File: src/inc/cdo_pkg.sv
// cd audio output port: shared constants, register map and carrier types
// assumes a 20 MHz system clock; all other rates are derived from it
package cdo_pkg;

    // ------------------------------------------------------------------
    // clock and timing
    // ------------------------------------------------------------------
    localparam longint CDO_CLK_HZ          = 64'd20_000_000;
    localparam longint CDO_XTAL_LO_HZ      = 64'd16_934_400;
    localparam longint CDO_XTAL_HI_HZ      = 64'd33_868_800;
    localparam int     CDO_NCO_BITS        = 16;
    // nco increments: tick rate = crystal rate (high crystal is halved first)
    localparam logic [15:0] CDO_INC_LO     = 16'((CDO_XTAL_LO_HZ * 64'd65536) / CDO_CLK_HZ);
    localparam logic [15:0] CDO_INC_HI     = 16'((CDO_XTAL_HI_HZ * 64'd65536) / (64'd2 * CDO_CLK_HZ));
    localparam int     CDO_LOCK_SAMPLE_HZ  = 460;
    localparam int     CDO_LOCK_SAMPLE_CYC = int'(CDO_CLK_HZ / 64'(CDO_LOCK_SAMPLE_HZ));
    localparam int     CDO_LOCK_LOW_RUN    = 8;
    localparam int     CDO_BURST_FRAMES    = 16;

    // ------------------------------------------------------------------
    // audio framing: 384 ticks per sample, 6 per 64-slot bit, 8 per 48-slot bit
    // ------------------------------------------------------------------
    localparam int     CDO_AUDIO_BITS      = 16;
    localparam int     CDO_TICKS_FRAME     = 384;
    localparam int     CDO_TICKS_BIT64     = 6;
    localparam int     CDO_TICKS_BIT48     = 8;
    localparam int     CDO_SLOT48          = 48;
    localparam int     CDO_SLOT64          = 64;

    // ------------------------------------------------------------------
    // register map
    // ------------------------------------------------------------------
    localparam logic [11:0] CDO_CTRL_OFF   = 12'h000;
    localparam logic [11:0] CDO_PITCH_OFF  = 12'h004;
    localparam logic [11:0] CDO_STATUS_OFF = 12'h008;
    localparam int     CDO_CTRL_PAR        = 0;
    localparam int     CDO_CTRL_XTAL       = 1;
    localparam int     CDO_CTRL_DOUT       = 2;
    localparam int     CDO_CTRL_SPIN       = 3;
    localparam int     CDO_CTRL_SEQ        = 4;
    localparam int     CDO_CTRL_W          = 5;
    localparam logic [4:0]  CDO_CTRL_RESET = 5'h00;
    localparam logic [15:0] CDO_PITCH_RESET = CDO_INC_LO;
    localparam int     CDO_ST_LOCK         = 0;
    localparam int     CDO_ST_OVF          = 1;
    localparam int     CDO_ST_FOCUS        = 2;
    localparam int     CDO_ST_PAR          = 3;
    localparam int     CDO_ST_LEVEL        = 8;

    // ------------------------------------------------------------------
    // carriers
    // ------------------------------------------------------------------
    typedef struct packed {
        logic        psel;
        logic        penable;
        logic        pwrite;
        logic [11:0] paddr;
        logic [31:0] pwdata;
    } cdo_apb_req_type;

    typedef struct packed {
        logic        pready;
        logic        pslverr;
        logic [31:0] prdata;
    } cdo_apb_rsp_type;

    typedef struct packed {
        logic       sync_guard_flag;
        logic       unguarded_frame_n;
        logic       pll_clock_n;
        logic       c2_pointer;
        logic [3:0] monitor_bit;
    } cdo_mon_type;

    typedef struct packed {
        logic        err;
        logic [15:0] left;
        logic [15:0] right;
    } cdo_sample_type;

endpackage : cdo_pkg

File: src/cdo_audio_out.sv
// cd audio output port: buffer, serial/parallel audio pins, clocks, lock
// assumes apb master and sample writer on CLK; status pins are asynchronous
`timescale 1ns/10ps
module cdo_audio_out #(
    parameter int DEPTH          = 16,
    parameter int LOCK_SAMPLE_CYC = cdo_pkg::CDO_LOCK_SAMPLE_CYC
) (
    input  wire logic                     CLK,
    input  wire logic                     RSTN,
    input  wire cdo_pkg::cdo_apb_req_type APB_REQ,
    output      cdo_pkg::cdo_apb_rsp_type APB_RSP,
    input  wire logic                     AUD_WR,
    input  wire cdo_pkg::cdo_sample_type  AUD_SAMPLE,
    input  wire logic                     FRAME_SYNC_GOOD,
    input  wire logic                     FOCUS_GOOD,
    input  wire cdo_pkg::cdo_mon_type     MON_IN,
    output      logic [15:0]              AUDIO_PINS,
    output      logic                     WORD_CLOCK_OUT,
    output      logic                     CHAN_CLOCK_OUT,
    output      logic                     APERTURE_RIGHT,
    output      logic                     APERTURE_LEFT,
    output      logic                     LOCK,
    output      logic                     TWO_THIRDS_CLOCK,
    output      logic                     CLK_4MHZ_OUT,
    output      logic                     CLK_HI_OUT,
    output      logic                     DIG_OUT,
    output      logic                     DIG_OUT_ENABLE,
    output      logic                     SENSE_REPORT,
    output      logic                     SEQ_GATE,
    output      logic                     SPINDLE_ON
);
    import cdo_pkg::*;

    // ------------------------------------------------------------------
    // parameter checks
    // ------------------------------------------------------------------
    localparam int AW = $clog2(DEPTH);
    localparam int LW = $clog2(LOCK_SAMPLE_CYC + 1);

    if (DEPTH < 2 || (DEPTH & (DEPTH - 1)) != 0) begin : g_bad_depth
        $error("DEPTH must be a power of two, at least 2");
    end
    if (LOCK_SAMPLE_CYC < 2) begin : g_bad_lock
        $error("LOCK_SAMPLE_CYC must be at least 2");
    end

    // ------------------------------------------------------------------
    // state
    // ------------------------------------------------------------------
    typedef struct packed {
        cdo_apb_rsp_type                  rsp;
        logic [CDO_CTRL_W-1:0]            ctrl;
        logic [15:0]                      pitch;
        logic                             ovf;
        logic                             fsg_s1;
        logic                             fsg_s2;
        logic                             foc_s1;
        logic                             foc_s2;
        cdo_mon_type                      mon_s1;
        cdo_mon_type                      mon_s2;
        logic [15:0]                      fixed_acc;
        logic [15:0]                      pitch_acc;
        logic [1:0]                       tt_phase;
        logic                             c4_div;
        logic [8:0]                       pos;
        logic [2:0]                       c6;
        logic [5:0]                       b64;
        logic [2:0]                       c8;
        logic [5:0]                       b48;
        logic                             par;
        cdo_sample_type                   cur;
        logic [4:0]                       burst;
        logic [DEPTH-1:0][32:0]           mem;
        logic [AW-1:0]                    wr_ptr;
        logic [AW-1:0]                    rd_ptr;
        logic [AW:0]                      level;
        logic [LW-1:0]                    lock_cnt;
        logic [3:0]                       low_run;
        logic                             lock;
        logic [15:0]                      pins;
        logic                             word_clk;
        logic                             chan_clk;
        logic                             apt_r;
        logic                             apt_l;
        logic                             two_thirds;
        logic                             clk4;
        logic                             clk_hi;
        logic                             dig_out;
        logic                             dig_en;
        logic                             sense;
        logic                             seq_gate;
        logic                             spindle;
    } cdo_state_type;

    cdo_state_type st;
    cdo_state_type next_st;

    // ------------------------------------------------------------------
    // register decode, shared by read and write paths
    // ------------------------------------------------------------------
    function automatic logic [1:0] reg_index(input logic [11:0] addr);
        logic [1:0] idx;
        idx = 2'h3;
        if (addr == CDO_CTRL_OFF)   idx = 2'h0;
        if (addr == CDO_PITCH_OFF)  idx = 2'h1;
        if (addr == CDO_STATUS_OFF) idx = 2'h2;
        return idx;
    endfunction : reg_index

    // combinational temporaries
    logic           fix_carry;
    logic           pit_carry;
    logic           frame_end;
    logic           in_left;
    logic [5:0]     k48;
    logic [5:0]     k64;
    logic [15:0]    chan_s;
    logic           bit48;
    logic           bit64;
    logic           wr_go;
    logic           rd_go;
    logic           acc;
    logic           commit;
    logic [31:0]    rdata;
    cdo_sample_type rd_word;
    logic [AW:0]    lvl_next;

    // ------------------------------------------------------------------
    // next-state logic
    // ------------------------------------------------------------------
    always_comb begin
        next_st   = st;
        fix_carry = 1'b0;
        pit_carry = 1'b0;
        frame_end = 1'b0;
        in_left   = 1'b0;
        k48       = 6'h00;
        k64       = 6'h00;
        chan_s    = 16'h0000;
        bit48     = 1'b0;
        bit64     = 1'b0;
        rdata     = 32'h0000_0000;
        rd_word   = cdo_sample_type'(st.mem[st.rd_ptr]);
        lvl_next  = st.level;

        // status pins are asynchronous: two flops before any use
        next_st.fsg_s1 = FRAME_SYNC_GOOD;
        next_st.fsg_s2 = st.fsg_s1;
        next_st.foc_s1 = FOCUS_GOOD;
        next_st.foc_s2 = st.foc_s1;
        next_st.mon_s1 = MON_IN;
        next_st.mon_s2 = st.mon_s1;

        // apb: pready comes one cycle into the access phase, write lands with it
        acc    = APB_REQ.psel && APB_REQ.penable;
        commit = acc && st.rsp.pready;
        next_st.rsp.pready = acc && !st.rsp.pready;
        if (acc && !st.rsp.pready) begin
            unique case (reg_index(APB_REQ.paddr))
                2'h0: rdata = 32'(st.ctrl);
                2'h1: rdata = 32'(st.pitch);
                2'h2: begin
                    rdata[CDO_ST_LOCK]  = st.lock;
                    rdata[CDO_ST_OVF]   = st.ovf;
                    rdata[CDO_ST_FOCUS] = st.foc_s2;
                    rdata[CDO_ST_PAR]   = st.par;
                    rdata[CDO_ST_LEVEL +: AW + 1] = st.level;
                end
                2'h3: rdata = 32'h0000_0000;
            endcase
            next_st.rsp.prdata  = rdata;
            next_st.rsp.pslverr = (reg_index(APB_REQ.paddr) == 2'h3);
        end
        if (commit && APB_REQ.pwrite) begin
            unique case (reg_index(APB_REQ.paddr))
                2'h0: next_st.ctrl  = APB_REQ.pwdata[CDO_CTRL_W-1:0];
                2'h1: next_st.pitch = APB_REQ.pwdata[15:0];
                2'h2: if (APB_REQ.pwdata[CDO_ST_OVF]) next_st.ovf = 1'b0;
                2'h3: next_st.ctrl  = st.ctrl;
            endcase
        end

        // crystal tick: high crystal is halved so the tick rate is equal; pitch has no effect
        {fix_carry, next_st.fixed_acc} = {1'b0, st.fixed_acc}
            + {1'b0, (st.ctrl[CDO_CTRL_XTAL] ? CDO_INC_HI : CDO_INC_LO)};
        if (fix_carry) begin
            next_st.tt_phase = (st.tt_phase == 2'h2) ? 2'h0 : st.tt_phase + 2'h1;
            if (st.tt_phase != 2'h2) next_st.two_thirds = !st.two_thirds;
        end

        // pitched tick: nominal 384 Fs, steered by the pitch register
        {pit_carry, next_st.pitch_acc} = {1'b0, st.pitch_acc} + {1'b0, st.pitch};
        if (pit_carry) begin
            next_st.clk_hi = !st.clk_hi;
            next_st.c4_div = !st.c4_div;
            if (st.c4_div) next_st.clk4 = !st.clk4;
            next_st.pos = (st.pos == 9'(CDO_TICKS_FRAME - 1)) ? 9'h000 : st.pos + 9'h001;
            next_st.c6  = (st.c6 == 3'(CDO_TICKS_BIT64 - 1)) ? 3'h0 : st.c6 + 3'h1;
            next_st.c8  = (st.c8 == 3'(CDO_TICKS_BIT48 - 1)) ? 3'h0 : st.c8 + 3'h1;
            if (st.c6 == 3'(CDO_TICKS_BIT64 - 1)) begin
                next_st.b64 = (st.b64 == 6'(CDO_SLOT64 - 1)) ? 6'h00 : st.b64 + 6'h01;
            end
            if (st.c8 == 3'(CDO_TICKS_BIT48 - 1)) begin
                next_st.b48 = (st.b48 == 6'(CDO_SLOT48 - 1)) ? 6'h00 : st.b48 + 6'h01;
            end
            frame_end = (st.pos == 9'(CDO_TICKS_FRAME - 1));
        end

        // buffer write: only while frame sync is good
        wr_go = AUD_WR && st.fsg_s2 && (st.level != (AW + 1)'(DEPTH));
        if (wr_go) begin
            next_st.mem[st.wr_ptr] = AUD_SAMPLE;
            next_st.wr_ptr = st.wr_ptr + AW'(1);
        end
        // overflow flag: a new overflow beats a clear in the same cycle
        if (AUD_WR && st.fsg_s2 && !wr_go) next_st.ovf = 1'b1;

        // buffer read on the pitched-tick frame boundary
        rd_go = frame_end && (st.level != '0);
        if (rd_go) next_st.rd_ptr = st.rd_ptr + AW'(1);
        if (wr_go && !rd_go) lvl_next = st.level + (AW + 1)'(1);
        if (rd_go && !wr_go) lvl_next = st.level - (AW + 1)'(1);
        next_st.level = lvl_next;

        // new word and format change only at the frame boundary
        if (frame_end) begin
            next_st.par = st.ctrl[CDO_CTRL_PAR];
            if (rd_go && !rd_word.err) begin
                next_st.cur   = rd_word;
                next_st.burst = 5'h00;
            end else if (st.burst < 5'(CDO_BURST_FRAMES)) begin
                // hold the last good word over a burst of up to 16 frames
                next_st.burst   = st.burst + 5'h01;
                next_st.cur.err = 1'b1;
            end else begin
                next_st.cur = '0;
            end
        end

        // channel half and slot bit positions
        in_left = (st.pos < 9'(CDO_TICKS_FRAME / 2));
        chan_s  = in_left ? st.cur.left : st.cur.right;
        k48     = in_left ? st.b48 : st.b48 - 6'(CDO_SLOT48 / 2);
        k64     = in_left ? st.b64 : st.b64 - 6'(CDO_SLOT64 / 2);
        // 48 slot: 8 sign bits then data msb first
        bit48   = (k48 < 6'h08) ? chan_s[15] : chan_s[4'(6'd23 - k48)];
        // 64 slot: data lsb first then sign extension
        bit64   = (k64 < 6'(CDO_AUDIO_BITS)) ? chan_s[k64[3:0]] : chan_s[15];

        next_st.chan_clk = in_left;
        next_st.word_clk = (st.pos < 9'(CDO_TICKS_FRAME / 4))
                        || ((st.pos >= 9'(CDO_TICKS_FRAME / 2))
                        && (st.pos < 9'(3 * CDO_TICKS_FRAME / 4)));
        next_st.apt_l    = in_left;
        next_st.apt_r    = !in_left;

        // pin mux: parallel word or serial lines plus status
        if (st.par) begin
            next_st.pins = chan_s;
        end else begin
            next_st.pins[15] = bit48;
            next_st.pins[14] = (st.c8 >= 3'(CDO_TICKS_BIT48 / 2));
            next_st.pins[13] = bit64;
            next_st.pins[12] = (st.c6 >= 3'(CDO_TICKS_BIT64 / 2));
            next_st.pins[11] = in_left;
            next_st.pins[10] = st.mon_s2.sync_guard_flag;
            next_st.pins[9]  = st.mon_s2.unguarded_frame_n;
            next_st.pins[8]  = st.mon_s2.pll_clock_n;
            next_st.pins[7]  = st.fsg_s2;
            next_st.pins[6]  = in_left;
            next_st.pins[5]  = st.mon_s2.c2_pointer;
            next_st.pins[4]  = !st.ovf;
            next_st.pins[3:0] = st.mon_s2.monitor_bit;
        end

        // lock: sample frame sync good at 460 Hz
        if (st.lock_cnt == LW'(LOCK_SAMPLE_CYC - 1)) begin
            next_st.lock_cnt = '0;
            if (st.fsg_s2) begin
                next_st.lock    = 1'b1;
                next_st.low_run = 4'h0;
            end else if (st.low_run < 4'(CDO_LOCK_LOW_RUN)) begin
                next_st.low_run = st.low_run + 4'h1;
                if (st.low_run == 4'(CDO_LOCK_LOW_RUN - 1)) next_st.lock = 1'b0;
            end
        end else begin
            next_st.lock_cnt = st.lock_cnt + LW'(1);
        end

        // loose control and sense outputs
        next_st.dig_en   = st.ctrl[CDO_CTRL_DOUT];
        next_st.dig_out  = st.ctrl[CDO_CTRL_DOUT] && bit64;
        next_st.sense    = st.foc_s2;
        next_st.seq_gate = st.foc_s2 && st.ctrl[CDO_CTRL_SEQ];
        next_st.spindle  = st.ctrl[CDO_CTRL_SPIN];
    end

    // ------------------------------------------------------------------
    // state register; reset clears everything but the nominal pitch
    // ------------------------------------------------------------------
    always_ff @(posedge CLK or negedge RSTN) begin
        if (!RSTN) begin
            st       <= '0;
            st.ctrl  <= CDO_CTRL_RESET;
            st.pitch <= CDO_PITCH_RESET;
        end else begin
            st <= next_st;
        end
    end

    // ------------------------------------------------------------------
    // outputs straight from the state flops
    // ------------------------------------------------------------------
    assign APB_RSP          = st.rsp;
    assign AUDIO_PINS       = st.pins;
    assign WORD_CLOCK_OUT   = st.word_clk;
    assign CHAN_CLOCK_OUT   = st.chan_clk;
    assign APERTURE_RIGHT   = st.apt_r;
    assign APERTURE_LEFT    = st.apt_l;
    assign LOCK             = st.lock;
    assign TWO_THIRDS_CLOCK = st.two_thirds;
    assign CLK_4MHZ_OUT     = st.clk4;
    assign CLK_HI_OUT       = st.clk_hi;
    assign DIG_OUT          = st.dig_out;
    assign DIG_OUT_ENABLE   = st.dig_en;
    assign SENSE_REPORT     = st.sense;
    assign SEQ_GATE         = st.seq_gate;
    assign SPINDLE_ON       = st.spindle;

endmodule : cdo_audio_out

File: config.mk
export PLATFORM = sky130hd
export DESIGN_NAME = cdo_audio_out
export DESIGN_NICKNAME = d
export VERILOG_FILES = /design/src/inc/cdo_pkg.sv /design/src/cdo_audio_out.sv
export SDC_FILE = /design/constraint.sdc
export NUM_CORES = 1
export LEC_CHECK = 0
export BUFFER_PORTS_ARGS = -buffer_cell sky130_fd_sc_hd__buf_2
export CORE_UTILIZATION = 30
export DETAILED_ROUTE_END_ITERATION = 8
export SLEW_MARGIN = 20
export SYNTH_ARGS = -nofsm -noshare
export SYNTH_HDL_FRONTEND = slang
export SYNTH_SLANG_ARGS = --single-unit
File: constraint.sdc
create_clock -name CLK -period 4.1 [get_ports CLK]
set_input_delay 1.025 -clock CLK [delete_from_list [all_inputs] [get_ports CLK]]
set_output_delay 1.025 -clock CLK [all_outputs]
set_load 0.03 [all_outputs]
==> results.toml, run 1 <==
[power_and_ir_drop]
powerDensity_nw_per_um2 = 577
power_switching_w = 0.00571
p_sw_share_pct = 25.1
comb_power_share_pct = 19.6
pwr-share-seq_pct = 47.1
p_int_w = 0.0170
leakage_nw = 17.4
clkPwrFrac_pct = 33.3
peakVddDrop_mv = 0.281

[setup_path]
path_max_fanout = 4
crit_path_top_delay_cell = "fa_1"
worst_ep_required_time_ns = 4.58
path_cells = "ha_1 > fa_1 > a211oi_1 > nor3_1 > a211o_1 > a31oi_2 > nor3b_2 > ha_1 > inv_1 > fa_1 > inv_1 > a21o_1 > a21oi_1 > xnor2_1 > nor2_1 > xor2_1"
critPathKind = "reg2reg"
crit_path_end_kind = "flop"
crit_arrival_ns = 4.09
worst_setup_path_start_kind = "flop"
max_stage_delay_ns = 0.43

[yosys]
synth_top_family_by_area = "multiplexers"
yosysWarnings = 0
synth_edf_count = 0
synthDistinctLibCells = 70
avgSynthCellArea_sq_um = 14.5
syn_area_sq_um = 34200
ys_seq_area_share_pct = 54.7
async_flop_share_pct = 100
yosys_register_bits = 748
synthAdderAreaFrac_pct = 1.51
synth_compound_area_share_pct = 5.09
netlist_instances = 2362
synth-xor-area-share_pct = 1.59
synth_top_flop_cell = "dfrtp_1"
yosys.area_share.simple_pct = 4.11
synth_mux_area_share_pct = 29.4

[die]
die_w_microns = 340
io_pins = 156
die_height_microns = 340
rows = 123
core_sq_um = 113000
floorplan.initialDensity_pct = 30.3
die_area_sq_um = 115000

[cts]
clk_latency_ns = 0.62
path_clk_slew_ns = 0.06
cts_buffer_depth = 3
cts_buffers = 82
cts_hold_buf = 0
cts.sinks = 748
cts_tree = "built"
cts_root_buffer = "clkbuf_16"
cts_setup_buffers = 0
cts_resized = 0
cts_max_level = 3

[run]
maxCapViolations = 0

[sta]
worstMarginPinSlew_ns = 1.01
period_minus_slack_ns = 3.61
max_freq_mhz = 277
fin_skew_ns = 0.0266
slew_violations = 0
max_slew_margin_pct = 31.3
fin_tns_setup_ns = 0
grt_setup_unrepaired = "no"
setup_viol = 0
finalCritPeriodShare_pct = 88.1
hold_viol = 0

[drt]
wirelength_microns = 78900
drtPass1Iterations = 6
routed_via_density = 4.89
routedWlPerCell_microns = 19.7
postRouteAntennaNets = 0
drcViolationCount = 0
drt_iter0_markers = 926
vias = 19600

[cells_and_area]
regArea_sq_um = 18700
fin_nets = 2583
utilization_pct = 34.9
areaGrowthSynthToFinish_pct = 15.2
multiInputGateArea_sq_um = 14500
fillCellCount = 10800
layout-drive-gt1-share_pct = 42.4

[grt]
grt_pass1_wl_microns = 126000
grt_remaining_overflow = 0
grt_pass1_vias = 20500
antenna_found_initial = 16
track_usage_pct = 13.9
grt_max_degree = 90

[run_status]
status = "finished, final reports clean"

[placement]
dpl.hpwl_microns = 49900
portBuffers = 123
place_congestion = 0.759

[worst_hold_path]
hp-class = "reg2reg"
registers in the layout (all words and copies together), names as in the netlist:
name	cells
APB_RSP	18
APERTURE_LEFT	1
APERTURE_RIGHT	1
AUDIO_PINS	16
CLK_4MHZ_OUT	1
CLK_HI_OUT	1
DIG_OUT	1
DIG_OUT_ENABLE	1
LOCK	1
SENSE_REPORT	1
SEQ_GATE	1
SPINDLE_ON	1
TWO_THIRDS_CLOCK	1
WORD_CLOCK_OUT	1
next_st	13
st	689
cells in the mapped netlist (3+ instances only):
cell / count / area (sq um)
nand2b_1: 11 / 68.8
nor3b_1: 4 / 30.0
a221o_1: 6 / 60.1
nand3b_1: 4 / 30.0
nor3_2: 4 / 40.0
xnor2_1: 37 / 324
buf_6: 3 / 33.8
a31oi_1: 4 / 25.0
xor2_1: 25 / 219
clkbuf_1: 78 / 293
mux2i_1: 58 / 581
nand4_1: 7 / 43.8
a22o_1: 44 / 385
nand3_1: 24 / 120
o21ai_0: 42 / 210
inv_1: 24 / 90.1
o22ai_1: 4 / 25.0
nor2_1: 55 / 206
ha_1: 38 / 475
dfrtp_1: 741 / 18500
a211oi_1: 35 / 263
buf_4: 53 / 398
nor4_1: 7 / 43.8
nor3_1: 10 / 50.1
a22oi_1: 3 / 22.5
a21o_1: 16 / 120
nand2_1: 64 / 240
buf_1: 4 / 15.0
a2bb2oi_1: 4 / 35.0
or3_1: 6 / 37.5
mux2_2: 555 / 6250
mux4_2: 144 / 3240
buf_2: 73 / 365
a21oi_1: 67 / 335
dfstp_2: 7 / 184
and3_1: 18 / 113
nor2b_1: 33 / 206
o31ai_1: 11 / 82.6
layout make-up:
class,count,area share [%]
Multi-Input combinational cell,1394,36.7
Tap cell,1500,4.76
Timing Repair Buffer,200,3.66
Inverter,24,0.229
Antenna cell,3,0.0191
Clock inverter,25,0.959
Clock buffer,121,6.12
Sequential cell,748,47.6
critical path, delay by kind of cell, from the launching register on:
family / cells / cell delay (ns)
XOR/XNOR: 2 / 0.28
buffers and inverters: 2 / 0.16
adder cells (fa/ha/maj): 4 / 1.13
AND/OR/NAND/NOR: 3 / 0.30
flip-flops: 1 / 0.39
AO/OA/AOI/OAI: 5 / 1.22
cells in the final DEF, fill, tap and decap left out, types with 5 or more instances in the layout:
master / synthesis / layout
clkbuf_8: 0 / 17
dfstp_2: 7 / 7
dfrtp_1: 741 / 737
nor3_4: 1 / 5
xnor2_1: 37 / 37
mux4_2: 144 / 144
xor2_1: 25 / 25
buf_2: 73 / 122
clkinv_2: 0 / 10
inv_1: 24 / 24
a21oi_1: 67 / 67
clkbuf_1: 78 / 20
nor2b_1: 33 / 33
nor2_1: 55 / 43
conb_1: 1 / 16
nand4_1: 7 / 7
or3_1: 6 / 6
bufinv_16: 0 / 9
ha_1: 38 / 38
nor3_1: 10 / 10
nor2_4: 0 / 12
mux2i_1: 58 / 58
mux2_2: 555 / 555
buf_4: 53 / 58
o21ai_0: 42 / 42
nand2_1: 64 / 64
clkbuf_16: 0 / 84
a21o_1: 16 / 16
nand2b_1: 11 / 11
a211oi_1: 35 / 35
and3_1: 18 / 18
nor4_1: 7 / 7
a221o_1: 6 / 6
o31ai_1: 11 / 11
nand3_1: 24 / 24
a22o_1: 44 / 44
buf_12: 0 / 19
layer usage:
layer / share of wire (%) / up-vias / track usage [%]
met1: 47 / 10300 / 19.1
met2: 48 / 319 / 22.8
li1: - / 8822 / -
met4: 1.8 / 16 / 2.97
met5: 0.14 / - / 0
met3: 3.6 / 133 / 2.50
power by group through the flow:
stage	registers [W]	clock network [W]	logic, W
2_1_floorplan	0.0104	0	0.00356
3_3_place_gp	0.0107	0	0.00438
3_5_place_dp	0.0108	0	0.00451
4_1_cts	0.0107	0.00780	0.00451
5_1_grt	0.0110	0.00810	0.00484
6_report	0.0107	0.00757	0.00445
kinds of logic (layout without fill, tap and decap cells):
kind of cell / after synthesis / count (layout)
AOI/OAI and AO/OA: 254 / 254
xor gates and xnor gates: 62 / 62
adders and majority gates: 40 / 40
buffers and inverters: 235 / 370
DFF: 748 / 748
muxes: 757 / 757
other: 1 / 19
and+or+nand+nor: 265 / 265
metrics by stage:
stage	setup WS (ns)	hold slack, ns	total power, W	std cells	area (sq um)
2_1_floorplan	0.539	0.331	0.0140	2377	34300
3_3_place_gp	0.440	0.335	0.0151	3866	36600
3_5_place_dp	0.489	0.335	0.0153	3866	36600
4_1_cts	0.474	0.349	0.0230	4012	39400
5_1_grt	0.268	0.353	0.0239	4015	39400
6_report	0.487	0.346	0.0227	4015	39400
final timing paths:
| check | slack [ns] | cells after the start | start | endpoint |
|---|---|---|---|---|
| max in group asynchronous | 2.60 | 2 | RSTN | st[71] |
| min in group asynchronous | 0.46 | 1 | RSTN | st[681] |
| min reg2reg | 0.35 | 0 | next_st[709] | st[709] |
| max | 0.49 | 16 | st[712] | st[53] |
| max reg2reg | 0.49 | 16 | st[712] | st[53] |
| min | 0.35 | 0 | next_st[709] | st[709] |
(Power assumes the default switching activity.)
==> inputs of run 2 (changes only) <==
Clock period 4.1 ns to 3.2 ns, I/O delays scaled along.
==> results.toml, run 2 (synthesis gave the netlist of run 1 again) <==
[die]
floorplan.initialDensity_pct = 30.3
rows = 123
die_w_microns = 340
die_height_microns = 340
io_pins = 156
die_area_sq_um = 115000
core_sq_um = 113000

[sta]
hold_viol = 0
period_minus_slack_ns = 3.19
setup_viol = 0
fin_skew_ns = 0.0276
finalCritPeriodShare_pct = 99.8
max_slew_margin_pct = 43.2
worstMarginPinSlew_ns = 0.853
max_freq_mhz = 313
grt_setup_unrepaired = "yes"
finalWorstSetupSlack_ns = 0.00654
slew_violations = 0

[grt]
grt_remaining_overflow = 0
grt_max_degree = 81
antenna_found_initial = 15
grt_pass1_wl_microns = 127000
track_usage_pct = 14.0
grt_pass1_vias = 20700

[worst_hold_path]
hp-class = "in2async"

[drt]
routedWlPerCell_microns = 19.7
wirelength_microns = 80000
drtPass1Iterations = 4
routed_via_density = 4.85
drcViolationCount = 0
drt_iter0_markers = 869
postRouteAntennaNets = 0
vias = 19700

[placement]
dpl_cell_area_sq_um = 37200
pre_cts_slack_ns = 0.00410
portBuffers = 123
place_congestion = 0.746
dpl.hpwl_microns = 50800

[power_and_ir_drop]
powerDensity_nw_per_um2 = 724
leakage_nw = 17.7
peakVddDrop_mv = 0.387

[setup_path]
worst_ep_required_time_ns = 3.74
path_max_fanout = 4
reg2reg_to = "st[53]"
critPathKind = "reg2reg"
worstReg2RegStart = "st[712]"
ff2ff_path_depth = 16
worst_setup_path_start_kind = "flop"
crit_arrival_ns = 3.73
endpoint = "st[53]"
critPathLaunch = "st[712]"
ff2ff_setup_slack_ns = 0.007
crit_path_end_kind = "flop"

[cts]
cts_root_buffer = "clkbuf_16"
cts_tree = "built"
cts_max_level = 3
clk_latency_ns = 0.63
path_clk_slew_ns = 0.06
cts.sinks = 748
cts_buffers = 82
cts_buffer_depth = 3

[cells_and_area]
fin_nets = 2632
largest_register_ffs = 689
layout-drive-gt1-share_pct = 43.9
multiInputGateArea_sq_um = 14500
max_flop_register = "st"
regArea_sq_um = 18700
final_cell_mix = "dfrtp_1 (737), mux2_2 (555), mux4_2 (144)"
fillCellCount = 10800
mostFrequentLayoutCell = "dfrtp_1"
areaGrowthSynthToFinish_pct = 16.9
utilization_pct = 35.4
fin_area_sq_um = 40000

[run_status]
status = "finished, final reports clean"

[run]
maxCapViolations = 0
[run 2: how the worst min path moves through the flow]
stage	startpoint	endpoint	slack [ns]	depth (start not counted)
after floorplan	next_st[707]	next_st[2]	0.33	0
after global placement	next_st[709]	st[709]	0.33	0
after detailed placement	next_st[692]	st[692]	0.34	0
after CTS	RSTN	st[678]	0.13	1
after global routing	RSTN	st[679]	0.14	1
final	RSTN	st[679]	0.13	1
[run 2: final cells by class]
cell class / count / area share [%]
Sequential cell: 748 / 46.9
Clock buffer: 124 / 6.06
Clock inverter: 27 / 0.720
Multi-Input combinational cell: 1394 / 36.3
Timing Repair Buffer: 249 / 5.12
Tap cell: 1500 / 4.69
Antenna cell: 2 / 0.0125
Inverter: 24 / 0.225
[run 2: where the power goes]
part	internal [W]	switching [W]
Sequential	0.0123	0.00141
Combinational	0.00363	0.00217
Clock	0.00557	0.00387
[run 2: per-layer routing]
layer	part of all wire [%]	global-route usage, %	vias to the layer above
li1	-	-	8925
met1	46	19.2	10300
met2	48	22.7	317
met3	3.8	2.51	130
met4	2.3	3.88	16
met5	0.12	0	-
[run 2: stage by stage]
stage / power, W / instances / TNS [ns] / hold WS, ns
after global placement: 0.0195 / 3912 / 0 / 0.333
after global routing: 0.0305 / 4068 / -0.314 / 0.144
after CTS: 0.0293 / 4063 / -0.00484 / 0.130
after floorplan: 0.0179 / 2377 / -0.00645 / 0.331
final: 0.0290 / 4068 / 0 / 0.133
after detailed placement: 0.0197 / 3912 / 0 / 0.339
[run 2: repair_timing]
action	4_1_cts	5_1_grt
resized for setup	1	4
pin swaps	2	3
buffers inserted	0	3
endpoints found under the setup margin	1	2
hold buffers	0	0
[run 2: critical path: stages (launching register included)]
cell and delay (ns):
dfrtp_1 0.40, ha_2 0.22, fa_2 0.39, a211oi_4 0.26, nor3_2 0.06, a211o_1 0.29, a31oi_4 0.18, nor3b_2 0.08
ha_2 0.24, inv_2 0.08, fa_2 0.22, inv_2 0.03, a21o_1 0.15, a21oi_2 0.14, xnor2_1 0.08, nor2_1 0.14
xor2_1 0.17
